$ cat config.mk
export PLATFORM = sky130hd
export DESIGN_NAME = srco_top
export DESIGN_NICKNAME = d
export VERILOG_FILES = /design/src/srco_pkg.sv /design/src/srco_sync.sv /design/src/srco_top.sv
export SDC_FILE = /design/constraint.sdc
export NUM_CORES = 1
export LEC_CHECK = 0
export BUFFER_PORTS_ARGS = -buffer_cell sky130_fd_sc_hd__buf_4
export CAP_MARGIN = 15
export CELL_PAD_IN_SITES_DETAIL_PLACEMENT = 1
export CELL_PAD_IN_SITES_GLOBAL_PLACEMENT = 2
export CORE_ASPECT_RATIO = 1.4
export CORE_MARGIN = 10
export CORE_UTILIZATION = 38
export CTS_CLUSTER_SIZE = 40
export DETAILED_ROUTE_END_ITERATION = 8
export GPL_TIMING_DRIVEN = 0
export PLACE_DENSITY = 0.78
export SETUP_SLACK_MARGIN = 0.3
export SYNTH_ARGS = -nofsm -noshare
export SYNTH_HDL_FRONTEND = slang
export SYNTH_SLANG_ARGS = --single-unit
$ cat constraint.sdc
create_clock -name clk -period 2.1 [get_ports clk]
set_input_delay 0.42 -clock clk [delete_from_list [all_inputs] [get_ports clk]]
set_output_delay 0.42 -clock clk [all_outputs]
set_load 0.05 [all_outputs]
$ cat src/srco_pkg.sv
// Package of constants for the start-up, reset and clock-output block.
package srco_pkg;

    // ==========================================================
    // Start-up timer
    localparam int unsigned STARTUP_CYCLES = 128;
    localparam int unsigned STARTUP_CNT_W  = 8;

    // ==========================================================
    // Clock-output prescaler field encodings and reset value
    localparam logic [1:0] PRE_DIV1  = 2'h0;
    localparam logic [1:0] PRE_DIV2  = 2'h1;
    localparam logic [1:0] PRE_DIV4  = 2'h2;
    localparam logic [1:0] PRE_DIV8  = 2'h3;
    localparam logic [1:0] PRE_RESET = PRE_DIV8;
    localparam logic       CLOCK_OUTPUT_ENABLE_BIT_RESET = 1'b1;

    // ==========================================================
    // Sleep hand-off: output cycles emitted after a sleep request
    localparam int unsigned SLEEP_TAIL_CYCLES = 16;
    localparam int unsigned TAIL_CNT_W        = 5;

    // ==========================================================
    // Power state machine, one-hot
    typedef enum logic [3:0] {
        SRCO_ST_STARTUP  = 4'b0001,
        SRCO_ST_RUN      = 4'b0010,
        SRCO_ST_DRAIN    = 4'b0100,
        SRCO_ST_SLEEP    = 4'b1000
    } srco_state_t;

endpackage

$ cat src/srco_sync.sv
// Two-flip-flop synchroniser for one asynchronous level.
`timescale 1ns/100ps
module srco_sync #(
    parameter logic RESET_VAL = 1'b0
) (
    // Clock and reset
    input  wire logic clk,
    input  wire logic rst,
    // Level in and out
    input  wire logic async_in,
    output logic      sync_out
);

    logic meta_q;

    // The first stage is read only by the second stage.
    always_ff @(posedge clk or posedge rst) begin
        if (rst) begin
            meta_q   <= RESET_VAL;
            sync_out <= RESET_VAL;
        end else begin
            meta_q   <= async_in;
            sync_out <= meta_q;
        end
    end

endmodule

$ cat src/srco_top.sv
// Start-up timer, reset merge and glitch-free divided clock output.
`timescale 1ns/100ps

// Summary of operation
// [RQ1] Hold logic reset 128 cycles after any reset
// [RQ2] Host waits for timer before serial access
// [RQ3] Output clock is oscillator divided 1/2/4/8
// [RQ4] After reset output runs divided by eight
// [RQ5] Enable bit low makes output high-impedance
// [RQ6] Sixteen output cycles after sleep request
// [RQ7] Output rests low while asleep; at divide-by-one the pin is still high for the first half cycle of sleep
// [RQ8] Changes only at phase boundaries, no glitches
// [RQ9] Reset pin and serial reset act alike
// [RQ10] System applies one reset after power-up
// [RQ11] Oscillator stopped asleep, restarted on wake-up
// [RQ12] Wake on bus activity or host flag
// [RQ13] Two-bit prescaler field resets to divide-eight
module srco_top (
    // Oscillator clock and power-on reset
    input  wire logic       clk,
    input  wire logic       rst,
    // Reset sources
    input  wire logic       reset_pin_n,
    input  wire logic       serial_reset_cmd,
    // Clock-output control from the controller control register
    input  wire logic       clock_output_enable_bit,
    input  wire logic [1:0] divided_clock_output_pin_prescale,
    input  wire logic       ctrl_write,
    // Sleep and wake-up
    input  wire logic       sleep_request,
    input  wire logic       rx_line_activity,
    input  wire logic       wakeup_interrupt_flag,
    // Outputs
    output logic            internal_reset,
    output logic            osc_run_enable,
    output logic            asleep,
    output logic            divided_clock_output_pin_o,
    output logic            divided_clock_output_pin_oe_n,
    output logic            clock_output_enable_q,
    output logic [1:0]      divided_clock_output_pin_prescale_q
);

    // ==========================================================
    // Pin synchronisation
    logic reset_pin_n_s;
    logic rx_act_s;

    srco_sync #(.RESET_VAL(1'b0)) u_sync_rst (
        .clk      (clk),
        .rst      (rst),
        .async_in (reset_pin_n),
        .sync_out (reset_pin_n_s)
    );

    srco_sync #(.RESET_VAL(1'b0)) u_sync_rx (
        .clk      (clk),
        .rst      (rst),
        .async_in (rx_line_activity),
        .sync_out (rx_act_s)
    );

    // ==========================================================
    // Reset merge: pin low and serial command are equivalent.
    wire soft_reset = ~reset_pin_n_s | serial_reset_cmd; // [RQ9]

    // ==========================================================
    // Control field shadow, defaults after any reset.
    logic       en_q;
    logic [1:0] pre_q;
    logic       en_next;
    logic [1:0] pre_next;

    // The next values are named so that the phase logic can load the
    // setting that takes effect on this very edge; a reset beats a write.
    assign en_next  = soft_reset ? srco_pkg::CLOCK_OUTPUT_ENABLE_BIT_RESET
                    : (ctrl_write ? clock_output_enable_bit : en_q); // [RQ4]
    assign pre_next = soft_reset ? srco_pkg::PRE_RESET
                    : (ctrl_write ? divided_clock_output_pin_prescale : pre_q); // [RQ13]

    // Shadow register of the enable bit and the prescaler field.
    always_ff @(posedge clk or posedge rst) begin
        if (rst) begin
            en_q  <= srco_pkg::CLOCK_OUTPUT_ENABLE_BIT_RESET;
            pre_q <= srco_pkg::PRE_RESET; // [RQ13]
        end else begin
            en_q  <= en_next;
            pre_q <= pre_next; // [RQ9]
        end
    end

    // The shadow flops drive the read-back ports directly.
    assign clock_output_enable_q = en_q;
    assign divided_clock_output_pin_prescale_q     = pre_q;

    // ==========================================================
    // Power state machine and start-up timer.
    localparam int unsigned OST_W  = srco_pkg::STARTUP_CNT_W;
    localparam int unsigned TAIL_W = srco_pkg::TAIL_CNT_W;

    // Refuse counts that the counters below cannot reach.
    if (srco_pkg::STARTUP_CYCLES > (2 ** OST_W) ||
        srco_pkg::STARTUP_CYCLES == 0) begin : g_bad_ost
        $error("Start-up count does not fit its counter.");
    end
    if (srco_pkg::SLEEP_TAIL_CYCLES >= (2 ** TAIL_W)) begin : g_bad_tail
        $error("Sleep tail count does not fit its counter.");
    end

    srco_pkg::srco_state_t state_q;
    srco_pkg::srco_state_t state_d;
    logic [OST_W-1:0]      ost_cnt_q;
    logic [OST_W-1:0]      ost_cnt_d;
    logic [TAIL_W-1:0]     tail_cnt_q;
    logic [TAIL_W-1:0]     tail_cnt_d;
    logic                  period_evt;

    // Terminal counts, cut to the counter widths on purpose.
    wire ost_done     = (ost_cnt_q ==
                         OST_W'(srco_pkg::STARTUP_CYCLES - 1)); // [RQ1]
    wire tail_done    = (tail_cnt_q ==
                         TAIL_W'(srco_pkg::SLEEP_TAIL_CYCLES)); // [RQ6]
    wire wake_req     = rx_act_s | wakeup_interrupt_flag; // [RQ12]
    wire in_startup   = (state_q == srco_pkg::SRCO_ST_STARTUP);
    wire in_drain     = (state_q == srco_pkg::SRCO_ST_DRAIN);
    wire stay_startup = in_startup && !soft_reset &&
                        (state_d == srco_pkg::SRCO_ST_STARTUP);

    // Next state; a reset of either kind restarts the start-up timer.
    always_comb begin
        state_d = state_q;
        case (state_q)
            srco_pkg::SRCO_ST_STARTUP: begin
                if (ost_done) begin
                    state_d = srco_pkg::SRCO_ST_RUN; // [RQ1]
                end
            end
            srco_pkg::SRCO_ST_RUN: begin
                if (sleep_request) begin
                    state_d = srco_pkg::SRCO_ST_DRAIN; // [RQ6]
                end
            end
            srco_pkg::SRCO_ST_DRAIN: begin
                // A request once taken is drained even if dropped.
                if (period_evt && tail_done) begin
                    state_d = srco_pkg::SRCO_ST_SLEEP; // [RQ6]
                end
            end
            srco_pkg::SRCO_ST_SLEEP: begin
                if (wake_req) begin
                    state_d = srco_pkg::SRCO_ST_STARTUP; // [RQ12]
                end
            end
            default: begin
                state_d = srco_pkg::SRCO_ST_STARTUP;
            end
        endcase
        if (soft_reset) begin
            state_d = srco_pkg::SRCO_ST_STARTUP; // [RQ9]
        end
    end

    // The timer counts only while the hold lasts, from zero on entry.
    assign ost_cnt_d  = stay_startup ? OST_W'(ost_cnt_q + 1'b1)
                      : '0; // [RQ1]
    // The tail counts whole output periods while draining.
    assign tail_cnt_d = !in_drain ? '0
                      : (period_evt ? TAIL_W'(tail_cnt_q + 1'b1)
                                    : tail_cnt_q); // [RQ6]

    // State and counter registers.
    always_ff @(posedge clk or posedge rst) begin
        if (rst) begin
            state_q    <= srco_pkg::SRCO_ST_STARTUP;
            ost_cnt_q  <= '0;
            tail_cnt_q <= '0;
        end else begin
            state_q    <= state_d;
            ost_cnt_q  <= ost_cnt_d;
            tail_cnt_q <= tail_cnt_d;
        end
    end

    // Status outputs come from flops loaded with the next state.
    always_ff @(posedge clk or posedge rst) begin
        if (rst) begin
            internal_reset <= 1'b1;
            osc_run_enable <= 1'b1;
            asleep         <= 1'b0;
        end else begin
            internal_reset <= (state_d == srco_pkg::SRCO_ST_STARTUP); // [RQ1]
            osc_run_enable <= (state_d != srco_pkg::SRCO_ST_SLEEP); // [RQ11]
            asleep         <= (state_d == srco_pkg::SRCO_ST_SLEEP); // [RQ7]
        end
    end

    // ==========================================================
    // Glitch-free divider for the clock output.
    logic       div_q;
    logic       div_d;
    logic       bp_q;
    logic       act_en_q;
    logic       act_en_d;
    logic [1:0] act_pre_q;
    logic [1:0] act_pre_d;
    logic [2:0] ph_cnt_q;
    logic [2:0] ph_cnt_d;
    logic       oe_n_q;
    logic       oe_n_d;

    // Length of one phase, less one, for the setting in effect.
    wire [2:0] half_m1 =
        (act_pre_q == srco_pkg::PRE_DIV8) ? 3'h3 :
        (act_pre_q == srco_pkg::PRE_DIV4) ? 3'h1 : 3'h0; // [RQ3]
    wire clk_on   = (state_q != srco_pkg::SRCO_ST_SLEEP); // [RQ11]
    wire boundary = clk_on && (ph_cnt_q == half_m1);
    // New settings load only at the end of a low phase, so neither a
    // high nor a low phase is ever cut short.
    assign period_evt = boundary && !div_q; // [RQ8]
    wire rise_ok  = en_next && (pre_next != srco_pkg::PRE_DIV1) &&
                    (state_d != srco_pkg::SRCO_ST_SLEEP); // [RQ7]
    wire bp_d     = act_en_q && clk_on &&
                    (act_pre_q == srco_pkg::PRE_DIV1); // [RQ3]

    assign ph_cnt_d  = boundary ? 3'h0
                     : (clk_on ? 3'(ph_cnt_q + 3'h1) : 3'h0);
    assign div_d     = !clk_on ? 1'b0
                     : (boundary ? (!div_q && rise_ok) : div_q); // [RQ8]
    assign act_en_d  = period_evt ? en_next : act_en_q;
    assign act_pre_d = period_evt ? pre_next : act_pre_q;
    assign oe_n_d    = period_evt ? ~en_next : oe_n_q; // [RQ5]

    // Divider phase registers; the setting in effect lags the shadow.
    always_ff @(posedge clk or posedge rst) begin
        if (rst) begin
            ph_cnt_q  <= 3'h0;
            div_q     <= 1'b0;
            act_en_q  <= srco_pkg::CLOCK_OUTPUT_ENABLE_BIT_RESET;
            act_pre_q <= srco_pkg::PRE_RESET; // [RQ4]
            oe_n_q    <= ~srco_pkg::CLOCK_OUTPUT_ENABLE_BIT_RESET;
        end else begin
            ph_cnt_q  <= ph_cnt_d;
            div_q     <= div_d;
            act_en_q  <= act_en_d;
            act_pre_q <= act_pre_d;
            oe_n_q    <= oe_n_d;
        end
    end

    // Divide-by-one cannot come from a flop on this clock alone: the
    // clock itself is gated by a flop that changes only while it is
    // low, which keeps the gated output free of runt pulses.
    always_ff @(negedge clk or posedge rst) begin
        if (rst) begin
            bp_q <= 1'b0;
        end else begin
            bp_q <= bp_d;
        end
    end

    // Pin level and its enable; idle low when stopped, and in sleep except a first high half cycle at divide-by-one.
    assign divided_clock_output_pin_o    = (clk & bp_q) | div_q; // [RQ3]
    assign divided_clock_output_pin_oe_n = oe_n_q; // [RQ5]

endmodule
Yosys cells after proc, flatten, opt, wreduce, memory -nomap -nowiden
Cells that the tools add are included. Widths: inputs -> output; s select.

Add/subtract/negate cells: 3. Equal/unequal tests: 15. Muxes and demuxes: 19. Bitwise operators: 6. Reduce and logical (&&, ||, !) cells: 14.

Operator list (number): $mux 4 (5); $pmux 4 s4 (1); $logic_and 1x1->1 (10); $mux 5 (2); $add 8x1->8 const B (1); $eq 4x1->1 const B (2); $eq 4x4->1 const B (2); $eq 8x7->1 const B (1); $mux 8 (1); $ne 4x4->1 const B (2); $mux 2 (3); $mux 3 (2); $add 5x1->5 const B (1); $eq 5x5->1 const B (1); $mux 1 (5); $eq 2x2->1 const B (2); $eq 4x2->1 const B (1); $eq 4x3->1 const B (1); $add 3x1->3 const B (1); $eq 3x2->1 (1); $or 1x1->1 (3); $logic_not 1->1 (2); $logic_not 2->1 (1); $ne 2x1->1 const B (1); other kinds (4) (5).

Flip-flop bits (word level): 36. Bits of input ports: 11. Output and inout port bits: 8. Word-level logic and storage cells: 75.

Depth between registers and ports, before layout
Gate-level depths: netlist of the first run.

Depth in word-level cells: 15. Gate-level depth with buffers: 6. Depth with buffers taken out: 6.

Hierarchy
Synthesis of the first run repeated with hierarchy kept, for this count alone.

Cells, all modules: 153. Area, all modules: 1666.6 um^2.

Modules (own cells, without submodules): srco_top (instances 1, cells an instance 147, area each 1559.0 um^2, seq. area each 812.0 um^2); srco_sync (instances 2, cells an instance 3, area each 53.8 um^2, seq. area each 50.0 um^2).

==> flow_summary.toml, run 1 <==
[run_status]
status = "finished, violations left"
violations = "negative setup slack"

[clock_network]
clkTransAtPathRegs_ns = 0.07
clock_latency_ns = 0.41
cts_tree = "built"
holdBufCountCts = 0

[power]
internal_power_uw = 1410
power_frac_seq_pct = 41.8
power_frac_clock_pct = 36.0
p_leak_uw = 0.000946
ir_worst_vdd_v = 0.000499
power-per-cell-area_mw_per_mm2 = 881
combPwrFrac_pct = 22.2
p_sw_uw = 652
swShare_pct = 31.6

[final_layout]
drive_gt1_share_pct = 46.4
final_cell_area_mm2 = 0.00234
n_fill_cell = 481
final-seq-area_um2 = 912
multiInputGateArea_um2 = 905
fin_nets = 210
area_delta_synth_final_pct = 34.9
stdcell_count = 258
antennaDiodeCount = 0

[die]
die_h_um = 99.9
rows = 29
core_mm2 = 0.00446
start_util_pct = 38.9
die_area_mm2 = 0.00770
pin_count = 19
dieWidth_um = 77.1

[logic_synthesis]
synth_common_cells = "dfrtp_1 (26), a21oi_1 (10), nand2_1 (10), nor2_1 (10)"
synth_top_family_by_area = "simple AND/OR/NAND/NOR gates"
yosys-top-cells-area = "dfrtp_1 (38%), dfstp_2 (14%), a21oi_1 (2.9%)"
syn_nets = 170
synth-simple-area-share_pct = 22.4
yosysWarningCount = 0
synthesis.area_mm2 = 0.00173
netlist_instances = 155
synth_cell_types = 44
yosysTopAreaCellShare_pct = 37.5
yosysTopAreaCell = "dfrtp_1"
yosys.cell_count.top_type = "dfrtp_1"
synth_seq_area_share_pct = 52.6
postSynth.asyncResetShare_pct = 100
synth_fa_ha_area_share_pct = 2.89
synth-edff-count = 0
synth_xor_area_share_pct = 4.04
synth_compound_area_share_pct = 11.1
synth_ff_type = "dfrtp_1"
yosys-mux-area-fraction_pct = 3.75
syn_area_per_cell_um2 = 11.2
synth-seq-cells = 36

[worst_setup_path]
critPathLaunchType = "flop"
cp-end-kind = "output port"
crit_required_ns = 1.68
critical-path-max-stage-delay_ns = 0.32
worstSetupPathType = "flop to output port"
rrSetupSlack_ns = -0.01
path_cells = "a21o_2 -> buf_6"
cp_slowest_cell = "dfrtn_1"
critical_path_arrival_ns = 2.14
crit_fanout = 1

[sta]
setup_ws_ns = -0.455
hold_viol_final = 0
tightestPinTransition_ns = 0.762
rsz0062_at_grt = "yes"
final_max_slew_viol_count = 0
clock_skew_ns = 0.0254
setup_viol = 2
slew_headroom_pct = 49.1

[hold_path]
hold_path.class = "primary input to flop"

[route]
ant_nets = 0
vias = 1385
drt_iter0_markers = 54
wirelength_mm = 4.48
route.detailed.drc = 0
avgRoutedWirePerCell_um = 17.4
via_per_inst = 5.37
drt_pass1_iterations = 4

[grt]
grt_max_degree = 37
antenna_found_initial = 0
grt_use_total_pct = 12.3
grt_first_pass_wirelength_mm = 7.45
overflow = 0
grt_pass1_vias = 1505

[place]
dp_cells = 235
place.detailed.hpwl_mm = 3.02
io_buffer_count = 18
gp_congestion = 0.794
placed_area_mm2 = 0.00195

[flow_run]
maxCapViolCount = 0
## logic make-up (layout without fill, tap and decap cells)
| group | after synthesis | after routing |
|---|---|---|
| buffers and inverters | 10 | 51 |
| and+or+nand+nor | 62 | 62 |
| xor gates and xnor gates | 8 | 8 |
| muxes | 5 | 5 |
| AOI/OAI and AO/OA | 30 | 30 |
| DFF | 36 | 36 |
| adders and majority gates | 4 | 4 |
## flip-flops by register name, summed over array words and instances (netlist names)
signal                               flops
asleep                                   1
clock_output_enable_q                    1
div_q                                    1
divided_clock_output_pin_oe_n            1
u_sync_rst.sync_out                      1
state_q                                  4
act_pre_q                                2
ph_cnt_q                                 3
internal_reset                           1
bp_q                                     1
u_sync_rst.meta_q                        1
ost_cnt_q                                8
divided_clock_output_pin_prescale_q      2
act_en_q                                 1
u_sync_rx.meta_q                         1
osc_run_enable                           1
u_sync_rx.sync_out                       1
tail_cnt_q                               5
## critical path, delay by kind of cell (launching register included)
family | cells | cell delay, ns
AOI/OAI and AO/OA | 1 | 0.20
buffers and inverters | 1 | 0.15
DFF | 1 | 0.32
## final timing paths
| kind | cells past startpoint | end | start |
|---|---|---|---|
| max | 2 | divided_clock_output_pin_o | bp_q$_DFF_NP0_ |
| min | 1 | u_sync_rst.meta_q$_DFF_PP0_ | reset_pin_n |
| max reg2reg | 3 | bp_q$_DFF_NP0_ | state_q[1]$_DFF_PP0_ |
| min reg2reg | 0 | u_sync_rst.sync_out$_DFF_PP0_ | u_sync_rst.meta_q$_DFF_PP0_ |
| max in group asynchronous | 2 | bp_q$_DFF_NP0_ | rst |
| min in group asynchronous | 2 | ost_cnt_q[2]$_DFF_PP0_ | rst |
## layout make-up
type | instances | share of cell area (%)
tap | 62 | 3.32
timing repair buffer | 29 | 9.84
sequential | 36 | 39.0
multi-input combinational | 109 | 38.7
clock inverter | 1 | 0.321
buffer | 5 | 1.98
inverter | 5 | 0.963
clock buffer | 11 | 5.94
## cells in the final DEF (no fill, tap or decap), types with 4 or more instances in the layout
master,count
inv_1,4
nor2_1,10
nand3_1,8
dfstp_2,9
clkbuf_8,9
ha_1,4
buf_4,24
xnor2_1,5
nand2_1,9
o21ai_0,4
nor3_2,5
buf_6,8
dfrtp_1,26
a21oi_1,7
## what timing repair did
action | 4_1_cts | 5_1_grt
buffers inserted | 8 | 3
endpoints found under the hold margin | 0 | 0
pin swaps | 8 | 12
gates cloned | 1 | 0
setup endpoints to repair | 12 | 17
resized for setup | 13 | 25
## per-stage QoR
step	setup TNS (ns)	power, uW	util, %	hold slack [ns]	worst slack [ns]
after CTS	-0.536	2050	49.4	0.116	-0.476
after detailed placement	-0.148	1310	43.7	0.336	-0.118
final	-0.468	2060	52.4	0.126	-0.455
after floorplan	-0.000976	1180	-	0.331	-0.000976
after global placement	-0.102	1280	43.7	0.336	-0.0753
after global routing	-0.563	2200	52.4	0.104	-0.499
## power groups by stage
stage          clock (uW)  combinational (uW)  sequential [uW]
2_1_floorplan        45.7                 263              871
3_3_place_gp         58.4                 375              852
3_5_place_dp         58.4                 392              855
4_1_cts               769                 435              850
5_1_grt               825                 503              876
6_report              742                 457              861
## per-layer routing
metal	vias up	part of all wire, %	global-route usage (%)
met2	23	57	22.0
li1	649	-	-
met3	14	3.5	4.74
met1	699	37	12.1
met5	-	0	0
met4	0	2.6	6.20
(Power assumes the default switching activity.)
==> run 2: changes to the inputs <==
PLACE_DENSITY = not set   (was 0.78)
PLACE_DENSITY_LB_ADDON = 0.12   (was not set)
==> run 2 against run 1 <==
  * The run still ends with negative setup slack left
  * Sequential power fell by 0.5%
  * Clock skew fell by 0.0036 ns
  * Wire length fell by 1.7%
  * First-iteration DRC count fell by 37%
  * Sequential share of layout area barely moved
  * Worst setup slack improved by 0.0027 ns
  * Hold slack improved by 0.0042 ns
  * Critical endpoint unchanged
==> flow_summary.toml, run 2 (same netlist as run 1, synthesis figures left out) <==
[run_status]
status = "finished, violations left"
violations = "negative setup slack"

[route]
avgRoutedWirePerCell_um = 16.9
top_layer = "met4"
vias = 1355
route.detailed.drc = 0
wirelength_mm = 4.40
via_per_inst = 5.19
ant_nets = 0
drt_iter0_markers = 34
wl_met3_um = 160
met2_length_mm = 2.51
wl_met1_mm = 1.62
drt_pass1_iterations = 4

[worst_setup_path]
worstRegToRegCells = 3
critical_path_arrival_ns = 2.13
critical-path-max-stage-delay_ns = 0.33
worstSetupPathType = "flop to output port"
critPathLaunchType = "flop"
cp_top_family = "flip-flops"
cp_slowest_cell = "dfrtn_1"
crit_required_ns = 1.68
cp-end-kind = "output port"
path_cells = "a21o_2 -> buf_6"
path_depth = 2
crit_buf_inv = 1
crit_fanout = 1
rrSetupSlack_ns = -0.03

[clock_network]
clock_latency_ns = 0.41
clkTransAtPathRegs_ns = 0.07
holdBufCountCts = 0
cts_tree = "built"

[grt]
overflow = 0
grt_first_pass_wirelength_mm = 7.36
antenna_found_initial = 0
grt_pass1_vias = 1550
grt_max_degree = 37
grt_use_total_pct = 12.3

[sta]
clock_skew_ns = 0.0218
setup_ws_ns = -0.453
slew_headroom_pct = 48.7
final_max_slew_viol_count = 0
final.setup.tns_ns = -0.478
rsz0062_at_grt = "yes"
tightestPinTransition_ns = 0.767
hold_viol_final = 0
hold_ws_ns = 0.131
setup_viol = 2

[die]
rows = 29
pin_count = 19
die_area_mm2 = 0.00770
core_mm2 = 0.00446
start_util_pct = 38.9
dieWidth_um = 77.1
die_h_um = 99.9

[flow_run]
maxCapViolCount = 0

[hold_path]
hold_depth = 1
hold_path.class = "primary input to flop"

[power]
p_leak_uw = 0.000951
power-per-cell-area_mw_per_mm2 = 849
ir_worst_vdd_v = 0.000370

[final_layout]
reg.largest.list = "ost_cnt_q x8, tail_cnt_q x5, state_q x4"
final_common_cell = "buf_4"
area_delta_synth_final_pct = 35.2
stdcell_count = 261
antennaDiodeCount = 0
layout_common_cells = "buf_4 (28), dfrtp_1 (25), nand3_1 (9), nor2_1 (9), dfstp_2 (9)"
fin_nets = 213
top_register = "ost_cnt_q"
utilization_pct = 52.5
n_fill_cell = 490
drive_gt1_share_pct = 47.2
largest_register_ffs = 8

[place]
place.detailed.hpwl_mm = 3.10
io_buffer_count = 18
pre_cts_ws_ns = -0.128
gp_congestion = 0.796
dp_cells = 235
run 2: power breakdown:
group / internal (uW) / switching, uW / total, uW
registers: 781 / 76.8 / 857
logic: 218 / 240 / 457
clock network: 379 / 297 / 676
total: 1380 / 613 / 1990
run 2: final timing paths:
path / start / endpoint
min reg2reg: u_sync_rx.meta_q$_DFF_PP0_ / u_sync_rx.sync_out$_DFF_PP0_
min in group asynchronous: rst / ost_cnt_q[4]$_DFF_PP0_
max in group asynchronous: rst / bp_q$_DFF_NP0_
max: bp_q$_DFF_NP0_ / divided_clock_output_pin_o
min: reset_pin_n / u_sync_rst.meta_q$_DFF_PP0_
max reg2reg: state_q[1]$_DFF_PP0_ / bp_q$_DFF_NP0_
run 2: metal layers:
| layer | global-route usage [%] | up-vias |
|---|---|---|
| li1 | - | 648 |
| met1 | 11.3 | 681 |
| met2 | 22.5 | 18 |
| met3 | 4.47 | 8 |
| met4 | 7.46 | 0 |
| met5 | 0 | - |
run 2: timing repair:
item	4_1_cts	5_1_grt
endpoints found under the hold margin	0	0
resized for setup	15	27
pin swaps	8	17
setup endpoints to repair	11	21
setup buffers	12	3
run 2: cell type report:
type                            count  area, um2  share of cell area, %
Buffer                              5       50.0                   2.13
Clock buffer                       11        129                   5.50
Clock inverter                      1       5.00                  0.213
Inverter                            5       22.5                  0.961
Multi-Input combinational cell    109        888                   37.9
Sequential cell                    36        913                   39.0
Tap cell                           62       77.6                   3.31
Timing Repair Buffer               32        259                   11.0
run 2: stage by stage:
stage                     cell area (um2)  total power [uW]
after floorplan                      1740              1180
after global placement               1950              1290
after detailed placement             1950              1310
after CTS                            2220              1980
after global routing                 2340              2110
final                                2340              1990
